## config.mk

```make
export PLATFORM = sky130hd
export DESIGN_NAME = cae_core
export DESIGN_NICKNAME = d
export VERILOG_FILES = /design/src/design/cae_core.v
export VERILOG_INCLUDE_DIRS = /design/src /design/src/design
export SDC_FILE = /design/constraint.sdc
export NUM_CORES = 1
export LEC_CHECK = 0
export ABC_AREA = 1
export ABC_CLOCK_PERIOD_IN_PS = 7500
export BUFFER_PORTS_ARGS = -buffer_cell sky130_fd_sc_hd__buf_4
export CORE_MARGIN = 8
export CORE_UTILIZATION = 70
export CTS_BUF_LIST = sky130_fd_sc_hd__clkbuf_2
export DETAILED_ROUTE_END_ITERATION = 8
export GPL_ROUTABILITY_DRIVEN = 1
export PLACE_DENSITY = 0.89
export SKIP_CTS_REPAIR_TIMING = 1
export SLEW_MARGIN = 25
export SYNTH_ARGS = -nofsm -noshare
export SYNTH_HDL_FRONTEND = slang
export SYNTH_SLANG_ARGS = --single-unit
```

## constraint.sdc

```tcl
create_clock -name i_clk -period 7.5 [get_ports i_clk]
set_input_delay 0.75 -clock i_clk [delete_from_list [all_inputs] [get_ports i_clk]]
set_output_delay 0.75 -clock i_clk [all_outputs]
set_load 0.01 [all_outputs]
```

## src/design/cae_defines.vh

```
`ifndef CAE_DEFINES_VH
`define CAE_DEFINES_VH

// register-memory page and pointer slots
`define CAE_REG_PAGE    4'hf
`define CAE_IDX_X       4'hc
`define CAE_IDX_STK     4'hd
`define CAE_IDX_B       4'he
// fill values, trap vector and program size
`define CAE_TRAP_OPC    8'h00
`define CAE_DATA_FILL   8'hff
`define CAE_TRAP_VEC    15'h00ff
`define CAE_PROG_BYTES  16'h8000
// decimal correction
`define CAE_BCD_NIB_MAX 4'h9
`define CAE_BCD_MAX     8'h99
`define CAE_BCD_ADJ     4'h6
// opcode groups by high nibble
`define CAE_G_AJUMP     4'h2
`define CAE_G_ACALL     4'h3
`define CAE_G_NIBT      4'h4
`define CAE_G_LDBS      4'h5
`define CAE_G_MISC      4'h6
`define CAE_G_BIT       4'h7
`define CAE_G_ALUB      4'h8
`define CAE_G_ALUI      4'h9
`define CAE_G_PTRB      4'ha
`define CAE_G_PTRX      4'hb
`define CAE_G_DECSK     4'hc
`define CAE_G_LDREG     4'hd
// single opcodes
`define CAE_OP_CLRA     8'h64
`define CAE_OP_SWAPA    8'h65
`define CAE_OP_DCOR     8'h66
`define CAE_OP_IFC      8'h88
`define CAE_OP_IFNC     8'h89
`define CAE_OP_INCA     8'h8a
`define CAE_OP_DECA     8'h8b
`define CAE_OP_EXIT_SK  8'h8d
`define CAE_OP_EXIT     8'h8e
`define CAE_OP_IRQ_EXIT 8'h8f
`define CAE_OP_LDAI     8'h98
`define CAE_OP_XMD      8'h9c
`define CAE_OP_LDAMD    8'h9d
`define CAE_OP_RC       8'ha0
`define CAE_OP_SC       8'ha1
`define CAE_OP_TBL_LD   8'ha4
`define CAE_OP_TBL_JUMP 8'ha5
`define CAE_OP_LJUMP    8'hac
`define CAE_OP_LCALL    8'had
`define CAE_OP_ROT_RC   8'hb0
`define CAE_OP_LDMDI    8'hbc
`endif

```

## src/design/cae_core.v

```verilog
`timescale 1ns/100ps
`include "cae_defines.vh"

module cae_core #(
	parameter [15:0] PROG_BYTES = `CAE_PROG_BYTES
) (
	input  wire        i_clk,
	input  wire        i_reset_n,
	output reg  [14:0] o_prog_addr,
	output reg         o_prog_rd,
	input  wire [7:0]  i_prog_data,
	output reg  [7:0]  o_dmem_addr,
	output reg         o_dmem_rd,
	output reg         o_dmem_wr,
	output reg  [7:0]  o_dmem_wdata,
	input  wire [7:0]  i_dmem_rdata,
	input  wire        i_dmem_hit,
	output reg  [7:0]  o_acc,
	output reg  [14:0] o_pc,
	output reg         o_carry,
	output reg         o_half_carry,
	output reg         o_global_irq_enable
);

	localparam [11:0] S_IF  = 12'h001;
	localparam [11:0] S_IW  = 12'h002;
	localparam [11:0] S_IG  = 12'h004;
	localparam [11:0] S_ADR = 12'h008;
	localparam [11:0] S_DRQ = 12'h010;
	localparam [11:0] S_DW  = 12'h020;
	localparam [11:0] S_DG  = 12'h040;
	localparam [11:0] S_EXE = 12'h080;
	localparam [11:0] S_WR  = 12'h100;
	localparam [11:0] S_TQ  = 12'h200;
	localparam [11:0] S_TW  = 12'h400;
	localparam [11:0] S_TG  = 12'h800;

	reg  [11:0]  st_r;
	reg  [7:0]   opc_r;
	reg  [7:0]   op1_r;
	reg  [7:0]   op2_r;
	reg  [1:0]   cnt_r;
	reg  [1:0]   need_r;
	reg          skip_r;
	reg  [7:0]   daddr_r;
	reg  [1:0]   rdl_r;
	reg  [7:0]   opnd_r;
	reg  [7:0]   opnd2_r;
	reg  [7:0]   wa0_r;
	reg  [7:0]   wd0_r;
	reg  [7:0]   wa1_r;
	reg  [7:0]   wd1_r;
	reg  [1:0]   wcnt_r;
	reg          lsub_r;
	reg  [127:0] rf_r;

	wire [3:0]  hi     = opc_r[7:4];
	wire [3:0]  lo     = opc_r[3:0];
	wire [7:0]  reg_b  = rf_r[{`CAE_IDX_B, 3'b000} +: 8];
	wire [7:0]  reg_x  = rf_r[{`CAE_IDX_X, 3'b000} +: 8];
	wire [7:0]  stkp   = rf_r[{`CAE_IDX_STK, 3'b000} +: 8];
	wire [7:0]  ptr    = (hi == `CAE_G_PTRX) ? reg_x : reg_b;
	wire        pmode  = (lo[2:0] == 3'h2) || (lo[2:0] == 3'h3) || (lo[2:0] == 3'h6);
	wire        pstep  = pmode && (lo[2:1] == 2'b01);
	wire        is_reg = (daddr_r[7:4] == `CAE_REG_PAGE);
	wire [7:0]  m      = (hi == `CAE_G_ALUI) ? op1_r : opnd_r;
	wire [7:0]  bmask  = 8'h01 << lo[2:0];
	wire        is_pop = (opc_r == `CAE_OP_EXIT_SK) || (opc_r == `CAE_OP_EXIT)
			|| (opc_r == `CAE_OP_IRQ_EXIT);

	// absent program bytes read as the trap opcode so a runaway fetch traps
	wire [7:0]  pb = ({1'b0, o_prog_addr} < PROG_BYTES) ? i_prog_data
			: `CAE_TRAP_OPC;
	// register page is internal; absent external bytes read as all ones
	wire [7:0]  dval = is_reg ? rf_r[{daddr_r[3:0], 3'b000} +: 8]
			: (i_dmem_hit ? i_dmem_rdata : `CAE_DATA_FILL);

	// extra instruction bytes after the opcode
	function [1:0] op_len;
		input [7:0] o;
		begin
			case (o[7:4])
			`CAE_G_AJUMP, `CAE_G_ACALL, `CAE_G_ALUI, `CAE_G_LDREG: op_len = 2'd1;
			default: op_len = (o == `CAE_OP_LJUMP || o == `CAE_OP_LCALL
					|| o == `CAE_OP_LDMDI) ? 2'd2 : 2'd0;
			endcase
		end
	endfunction

	// operand address and read count per opcode
	reg [1:0] rd_c;
	reg [7:0] da_c;
	always @* begin
		rd_c = 2'd0;
		da_c = ptr;
		case (hi)
		`CAE_G_MISC: if (lo[3]) rd_c = 2'd1;
		`CAE_G_BIT: rd_c = 2'd1;
		`CAE_G_ALUB: begin
			if (!lo[3]) begin
				rd_c = 2'd1;
			end else if (is_pop) begin
				rd_c = 2'd2;
				da_c = stkp + 8'h01;
			end
		end
		`CAE_G_ALUI: begin
			if (opc_r == `CAE_OP_XMD || opc_r == `CAE_OP_LDAMD) begin
				rd_c = 2'd1;
				da_c = op1_r;
			end
		end
		`CAE_G_PTRB, `CAE_G_PTRX: if (pmode) rd_c = 2'd1;
		`CAE_G_DECSK: begin
			rd_c = 2'd1;
			da_c = {`CAE_REG_PAGE, lo};
		end
		default: ;
		endcase
	end

	// adder shared by add-with-carry and sub_borrow
	wire [7:0] mx   = lo[0] ? ~m : m;
	wire [8:0] sum9 = {1'b0, o_acc} + {1'b0, mx} + {8'h00, o_carry};
	wire [4:0] nib  = {1'b0, o_acc[3:0]} + {1'b0, mx[3:0]} + {4'h0, o_carry};

	// decimal correction direction follows the last add-with-carry or sub_borrow
	wire       dc_lo  = lsub_r ? !o_half_carry
			: (o_half_carry || o_acc[3:0] > `CAE_BCD_NIB_MAX);
	wire       dc_hi  = lsub_r ? !o_carry : (o_carry || o_acc > `CAE_BCD_MAX);
	wire [7:0] dc_adj = {(dc_hi ? `CAE_BCD_ADJ : 4'h0), (dc_lo ? `CAE_BCD_ADJ : 4'h0)};

	// execute stage: next architectural values
	reg [7:0]  acc_nxt;
	reg        c_nxt;
	reg        half_nxt;
	reg        irq_en_nxt;
	reg        lsub_nxt;
	reg [14:0] pc_nxt;
	reg        skip_c;
	reg        wr_c;
	reg        push_c;
	reg        tbl_c;
	reg [7:0]  wa_c;
	reg [7:0]  wd_c;
	reg        pw_c;
	reg [3:0]  pw_idx;
	reg [7:0]  pw_d;
	always @* begin
		acc_nxt = o_acc;
		c_nxt = o_carry;
		half_nxt = o_half_carry;
		irq_en_nxt = o_global_irq_enable;
		lsub_nxt = lsub_r;
		pc_nxt = o_pc;
		skip_c = 1'b0;
		wr_c = 1'b0;
		push_c = 1'b0;
		tbl_c = 1'b0;
		wa_c = daddr_r;
		wd_c = o_acc;
		pw_c = 1'b0;
		pw_idx = (hi == `CAE_G_PTRX) ? `CAE_IDX_X : `CAE_IDX_B;
		pw_d = opc_r[0] ? ptr - 8'h01 : ptr + 8'h01;
		case (hi)
		`CAE_G_AJUMP: pc_nxt = {o_pc[14:12], lo, op1_r};
		`CAE_G_ACALL: begin
			push_c = 1'b1;
			pc_nxt = {o_pc[14:12], lo, op1_r};
		end
		`CAE_G_NIBT: skip_c = (reg_b[3:0] == lo);
		`CAE_G_LDBS: begin
			pw_c = 1'b1;
			pw_idx = `CAE_IDX_B;
			pw_d = {4'h0, ~lo};
		end
		`CAE_G_MISC: begin
			if (lo[3]) begin
				wr_c = 1'b1;
				wd_c = opnd_r & ~bmask;
			end else if (opc_r == `CAE_OP_CLRA) begin
				acc_nxt = 8'h00;
			end else if (opc_r == `CAE_OP_SWAPA) begin
				acc_nxt = {o_acc[3:0], o_acc[7:4]};
			end else if (opc_r == `CAE_OP_DCOR) begin
				acc_nxt = lsub_r ? o_acc - dc_adj : o_acc + dc_adj;
				c_nxt = lsub_r ? o_carry : (o_carry || dc_hi);
			end
		end
		`CAE_G_BIT: begin
			if (lo[3]) begin
				wr_c = 1'b1;
				wd_c = opnd_r | bmask;
			end else begin
				skip_c = !opnd_r[lo[2:0]];
			end
		end
		`CAE_G_ALUB, `CAE_G_ALUI: begin
			if (!lo[3]) begin
				case (lo[2:0])
				3'h0, 3'h1: begin
					acc_nxt = sum9[7:0];
					c_nxt = sum9[8];
					half_nxt = nib[4];
					lsub_nxt = lo[0];
				end
				3'h2: skip_c = (o_acc != m);
				3'h3: skip_c = !(o_acc > m);
				3'h4: acc_nxt = o_acc + m;
				3'h5: acc_nxt = o_acc & m;
				3'h6: acc_nxt = o_acc ^ m;
				default: acc_nxt = o_acc | m;
				endcase
			end else if (is_pop) begin
				pc_nxt = {opnd2_r[6:0], opnd_r};
				pw_c = 1'b1;
				pw_idx = `CAE_IDX_STK;
				pw_d = stkp + 8'h02;
				skip_c = (opc_r == `CAE_OP_EXIT_SK);
				irq_en_nxt = (opc_r == `CAE_OP_IRQ_EXIT) ? 1'b1 : o_global_irq_enable;
			end else if (opc_r == `CAE_OP_IFC) begin
				skip_c = !o_carry;
			end else if (opc_r == `CAE_OP_IFNC) begin
				skip_c = o_carry;
			end else if (opc_r == `CAE_OP_INCA) begin
				acc_nxt = o_acc + 8'h01;
			end else if (opc_r == `CAE_OP_DECA) begin
				acc_nxt = o_acc - 8'h01;
			end else if (opc_r == `CAE_OP_LDAI) begin
				acc_nxt = op1_r;
			end else if (opc_r == `CAE_OP_XMD) begin
				acc_nxt = opnd_r;
				wr_c = 1'b1;
			end else if (opc_r == `CAE_OP_LDAMD) begin
				acc_nxt = opnd_r;
			end else if (hi == `CAE_G_ALUI && pmode) begin
				// load [b], [b+], [b-] with immediate
				wr_c = 1'b1;
				wa_c = reg_b;
				wd_c = op1_r;
				pw_c = pstep;
			end
		end
		`CAE_G_PTRB, `CAE_G_PTRX: begin
			if (pmode) begin
				acc_nxt = opnd_r;
				wr_c = !lo[3];
				pw_c = pstep;
			end else if (opc_r == `CAE_OP_RC || opc_r == `CAE_OP_SC) begin
				c_nxt = lo[0];
				half_nxt = lo[0];
			end else if (opc_r == `CAE_OP_TBL_LD || opc_r == `CAE_OP_TBL_JUMP) begin
				tbl_c = 1'b1;
			end else if (opc_r == `CAE_OP_LJUMP || opc_r == `CAE_OP_LCALL) begin
				pc_nxt = {op1_r[6:0], op2_r};
				push_c = lo[0];
			end else if (opc_r == `CAE_OP_ROT_RC) begin
				acc_nxt = {o_carry, o_acc[7:1]};
				c_nxt = o_acc[0];
				half_nxt = o_acc[0];
			end else if (opc_r == `CAE_OP_LDMDI) begin
				wr_c = 1'b1;
				wa_c = op1_r;
				wd_c = op2_r;
			end
		end
		`CAE_G_DECSK: begin
			wr_c = 1'b1;
			wd_c = opnd_r - 8'h01;
			skip_c = (opnd_r == 8'h01);
		end
		`CAE_G_LDREG: begin
			wr_c = 1'b1;
			wa_c = {`CAE_REG_PAGE, lo};
			wd_c = op1_r;
		end
		default: begin
			if (opc_r == `CAE_TRAP_OPC) begin
				push_c = 1'b1;
				pc_nxt = `CAE_TRAP_VEC;
			end else begin
				pc_nxt = o_pc + {{7{opc_r[7]}}, opc_r};
			end
		end
		endcase
		if (push_c) begin
			pw_c = 1'b1;
			pw_idx = `CAE_IDX_STK;
			pw_d = stkp - 8'h02;
		end
	end

	// one write port into the register page, never busy in both states
	wire       rf_we = (st_r == S_WR && wa0_r[7:4] == `CAE_REG_PAGE)
			|| (st_r == S_EXE && pw_c);
	wire [3:0] rf_wa = (st_r == S_WR) ? wa0_r[3:0] : pw_idx;
	wire [7:0] rf_wd = (st_r == S_WR) ? wd0_r : pw_d;

	// register page bytes f0..ff, pointers and stack_ptr among them
	genvar g;
	generate
		for (g = 0; g < 16; g = g + 1) begin : g_rf
			localparam integer IDX = g;
			always @(posedge i_clk or negedge i_reset_n) begin
				if (!i_reset_n)
					rf_r[g*8 +: 8] <= 8'h00;
				else if (rf_we && rf_wa == IDX[3:0])
					rf_r[g*8 +: 8] <= rf_wd;
			end
		end
	endgenerate

	// sequencer: fetch, operand read, execute, write back
	always @(posedge i_clk or negedge i_reset_n) begin
		if (!i_reset_n) begin
			st_r <= S_IF;
			opc_r <= 8'h00;
			op1_r <= 8'h00;
			op2_r <= 8'h00;
			cnt_r <= 2'd0;
			need_r <= 2'd0;
			skip_r <= 1'b0;
			daddr_r <= 8'h00;
			rdl_r <= 2'd0;
			opnd_r <= 8'h00;
			opnd2_r <= 8'h00;
			wa0_r <= 8'h00;
			wd0_r <= 8'h00;
			wa1_r <= 8'h00;
			wd1_r <= 8'h00;
			wcnt_r <= 2'd0;
			lsub_r <= 1'b0;
			o_prog_addr <= 15'h0000;
			o_prog_rd <= 1'b0;
			o_dmem_addr <= 8'h00;
			o_dmem_rd <= 1'b0;
			o_dmem_wr <= 1'b0;
			o_dmem_wdata <= 8'h00;
			o_acc <= 8'h00;
			o_pc <= 15'h0000;
			o_carry <= 1'b0;
			o_half_carry <= 1'b0;
			o_global_irq_enable <= 1'b0;
		end else begin
			o_prog_rd <= 1'b0;
			o_dmem_rd <= 1'b0;
			o_dmem_wr <= 1'b0;
			case (st_r)
			S_IF: begin
				o_prog_addr <= o_pc;
				o_prog_rd <= 1'b1;
				o_pc <= o_pc + 15'h0001;
				st_r <= S_IW;
			end
			S_IW: st_r <= S_IG;
			S_IG: begin
				if (cnt_r == 2'd0) begin
					opc_r <= pb;
					need_r <= op_len(pb);
				end else if (cnt_r == 2'd1) begin
					op1_r <= pb;
				end else begin
					op2_r <= pb;
				end
				if ((cnt_r == 2'd0) ? (op_len(pb) == 2'd0) : (cnt_r == need_r)) begin
					cnt_r <= 2'd0;
					skip_r <= 1'b0;
					// a skipped instruction is fetched whole, then dropped
					st_r <= skip_r ? S_IF : S_ADR;
				end else begin
					cnt_r <= cnt_r + 2'd1;
					st_r <= S_IF;
				end
			end
			S_ADR: begin
				daddr_r <= da_c;
				rdl_r <= rd_c;
				st_r <= (rd_c != 2'd0) ? S_DRQ : S_EXE;
			end
			S_DRQ: begin
				o_dmem_addr <= daddr_r;
				o_dmem_rd <= !is_reg;
				st_r <= S_DW;
			end
			S_DW: st_r <= S_DG;
			S_DG: begin
				opnd_r <= dval;
				opnd2_r <= opnd_r;
				// pops read the upper byte first, then step to the lower
				if (rdl_r == 2'd2)
					daddr_r <= daddr_r + 8'h01;
				rdl_r <= rdl_r - 2'd1;
				st_r <= (rdl_r == 2'd1) ? S_EXE : S_DRQ;
			end
			S_EXE: begin
				o_acc <= acc_nxt;
				o_carry <= c_nxt;
				o_half_carry <= half_nxt;
				o_global_irq_enable <= irq_en_nxt;
				lsub_r <= lsub_nxt;
				o_pc <= pc_nxt;
				skip_r <= skip_c;
				if (push_c) begin
					wa0_r <= stkp;
					wd0_r <= o_pc[7:0];
					wa1_r <= stkp - 8'h01;
					wd1_r <= {1'b0, o_pc[14:8]};
					wcnt_r <= 2'd2;
				end else begin
					wa0_r <= wa_c;
					wd0_r <= wd_c;
					wcnt_r <= 2'd1;
				end
				if (tbl_c)
					st_r <= S_TQ;
				else if (push_c || wr_c)
					st_r <= S_WR;
				else
					st_r <= S_IF;
			end
			S_WR: begin
				o_dmem_addr <= wa0_r;
				o_dmem_wdata <= wd0_r;
				o_dmem_wr <= (wa0_r[7:4] != `CAE_REG_PAGE);
				wa0_r <= wa1_r;
				wd0_r <= wd1_r;
				wcnt_r <= wcnt_r - 2'd1;
				st_r <= (wcnt_r == 2'd1) ? S_IF : S_WR;
			end
			S_TQ: begin
				o_prog_addr <= {o_pc[14:8], o_acc};
				o_prog_rd <= 1'b1;
				st_r <= S_TW;
			end
			S_TW: st_r <= S_TG;
			S_TG: begin
				if (opc_r == `CAE_OP_TBL_JUMP)
					o_pc <= {o_pc[14:8], pb};
				else
					o_acc <= pb;
				st_r <= S_IF;
			end
			default: st_r <= S_IF;
			endcase
		end
	end

endmodule // cae_core

```

==> run metrics <==
GRT Resource Usage Total 44.8%; post-layout min period about 4.2 ns; total power 0.00825 W; GRT overflow 0; syn_nets ~3000; status complete, but fails checks; nets 2981; Final setup violation count 0; gp weighted congestion about 1.1; Clock Skews 0.117 ns; largest net degree at the start of global routing 198; Setup crit start kind flip-flop; PwrDens 385 nW/µm²; register clock-pin slew on the reported worst setup and hold paths 0.11 ns; PortBufs ~80; crit path DAT 5.00 ns; DRT iter0 DRCs ~4000; final setup margin 3.30 ns; sequential fraction of the synthesis area 36.1%; worst-margin pin slew 1.04 ns; vias per cell 6.74; TritonCTS clock tree done; Die W 185 µm; yosys warns 0; row cnt a little over 60; DIE AREA 34200 µm²; global-route wire length before repair 119000 µm; final wirelength 76500 µm; Pre-antenna DRT Iters 9; DP Worst Slack roughly 3.5 ns; asr flop ratio synth 100%; IO Pins between 70 and 80; initial antenna violation count 1; DRC viols 9; DR WL/cell 23.1 µm; final hold viol count 0; Initial Util a little over two thirds; Num CTS Buffers 75; Synth Cell Area 20000 µm²; Final Max Tran Viols 0; period utilisation layout 55.9%; flops & latches, synth 288; failing checks design-rule violations; DR vias between 20000 and 25000; crit path kind flip-flop to flip-flop; Post-synth EDFFs 0; Area growth syn-to-layout 7.19%; RSZ-0062 raised after global routing no; Post-Syn Area per Cell 7.08 µm²; CTS Root Cell clkbuf_2; hold crit path type input pin to flip-flop; CP max FO 16; Worst setup EP type flip-flop; DIE HEIGHT 185 µm; fmax about 240 MHz; CP Data Required Time slightly above 8 ns; worst vdd ir 243 µV; Most used DFF post-synth dfrtp_1; H-tree Lvls 3; vias in the first global route approximately 21000; Num Clock Sinks around 290; clk_lat worst skew about 1.0 ns; Routed Antenna Nets 0; Clock Path Buffers 3; layout cells sized above 1 9.93%; core outline area 28400 µm²; Lkg Pwr 10.6 nW; slew margin rel. 30.3%; Netlist cell types 60; HPWL Detailed ~54000 µm; Mapped Cells 2822; Max-Cap Viols 0; Setup TNS Final 0 ns
## through the flow
step	util, %	area (µm²)	std cells	hold slack (ns)
floorplan	-	20000	2822	0.437
global placement	72.8	20700	3184	0.449
detailed placement	72.8	20700	3184	0.461
CTS	75.3	21400	3312	-0.177
global route	75.5	21400	3315	0.106
finish	75.5	21400	3315	0.125
## worst max-delay path, cell delays in order, from the launching register on
cell     delay (ns)
dfrtp_1        0.77
inv_2          0.18
nor2_8         0.22
nand2_1        0.35
nand2_1        0.17
o21a_1         0.21
inv_1          0.10
fa_1           0.41
nand2_1        0.09
a21oi_1        0.08
o21ai_0        0.23
nand2_1        0.08
nand2_1        0.08
nand3_1        0.08
nand3_1        0.09
nand3_1        0.07
nand2_1        0.08
nand2_1        0.45
nand2_1        0.21
o21ai_0        0.12
## report_power, final
| part | total [W] | switching [W] | internal [W] |
|---|---|---|---|
| clock network | 0.00119 | 0.000740 | 0.000452 |
| registers | 0.00218 | 0.000404 | 0.00178 |
| logic | 0.00487 | 0.00346 | 0.00141 |
## sequential cells by signal (all words and copies together), names as in the netlist, 8 cells and up
signal        flops
o_prog_addr      15
daddr_r           8
reg_x             8
o_pc             15
o_dmem_addr       8
opc_r             8
wa1_r             8
st_r             12
o_dmem_wdata      8
rf_r            104
op2_r             8
wd0_r             8
wa0_r             8
op1_r             8
opnd_r            8
reg_b             8
stkp              8
o_acc             8
## cells by family (layout without fill, tap and decap cells)
kind of cell	after synthesis	in the layout	synth area share [%]
and+or+nand+nor	1277	1277	27.4
AOI/OAI and AO/OA	710	710	20.3
buffers and inverters	399	507	7.97
DFF	288	288	36.1
adders and majority gates	83	83	5.38
xor gates and xnor gates	63	63	2.76
muxes	2	2	0.106
other	0	1	0
## cell usage in the layout (no fill, tap or decap), drive strengths merged, types with 5 or more instances in the layout
cell type    n
nand2      761
o21ai      352
dfrtp      287
inv        275
nor2       261
a21oi      180
nand3      168
clkbuf     114
buf         97
ha          78
xor2        48
o211ai      46
nor3        34
nand4       31
o221ai      28
o2111ai     19
clkinv      18
o22ai       17
a22oi       17
xnor2       15
a31oi       15
nor4        10
nand3b       7
a211oi       7
o311ai       5
or2          5
a221oi       5
fa           5
## per-layer routing
metal / track usage [%] / share of wire [%] / vias up
li1: - / - / 9618
met1: 54.4 / 34 / 10200
met2: 66.4 / 43 / 1978
met3: 14.9 / 15 / 558
met4: 31.8 / 8.3 / 2
met5: 1.04 / 0.057 / -
## cell type report
cell class                 count  area, µm²
inverter                     281       1060
tap                          384        480
fill                        2176       6970
clock inverter                14        129
clock buffer                 114        571
multi-input combinational   2135      11200
sequential                   288       7210
timing repair buffer          98        778
antenna                        1       2.50
## synthesized netlist by cell type (17+ instances only)
cell type | number | area, µm²
nor2_1 | 236 | 886
nand4_1 | 31 | 194
o221ai_1 | 28 | 245
dfrtp_1 | 287 | 7180
o211ai_1 | 46 | 345
nand2_1 | 747 | 2800
o21ai_1 | 46 | 230
nor3_1 | 33 | 165
o22ai_1 | 17 | 106
nand3_1 | 162 | 811
buf_2 | 20 | 100
o21ai_0 | 303 | 1520
xor2_1 | 48 | 420
inv_1 | 260 | 976
a22oi_1 | 17 | 128
a21oi_1 | 180 | 901
clkbuf_1 | 69 | 259
ha_1 | 78 | 976
o2111ai_1 | 19 | 166
## final timing paths
| check | from | to | slack [ns] | cells after the start |
|---|---|---|---|---|
| worst max-delay path | opc_r[7]$_DFFE_PN0P_ | rf_r[126]$_DFFE_PN0P_ | 3.30 | 19 |
| worst min-delay path | i_dmem_rdata[6] | opnd_r[6]$_DFFE_PN0P_ | 0.12 | 3 |
| worst max register to register | opc_r[7]$_DFFE_PN0P_ | rf_r[126]$_DFFE_PN0P_ | 3.30 | 19 |
| worst min register to register | rf_r[61]$_DFFE_PN0P_ | rf_r[61]$_DFFE_PN0P_ | 0.49 | 2 |
| max in group asynchronous | i_reset_n | wcnt_r[0]$_DFFE_PN0P_ | 5.56 | 4 |
| min in group asynchronous | i_reset_n | o_acc[5]$_DFFE_PN0P_ | 0.36 | 2 |
Power figures use the tool's default switching activity.
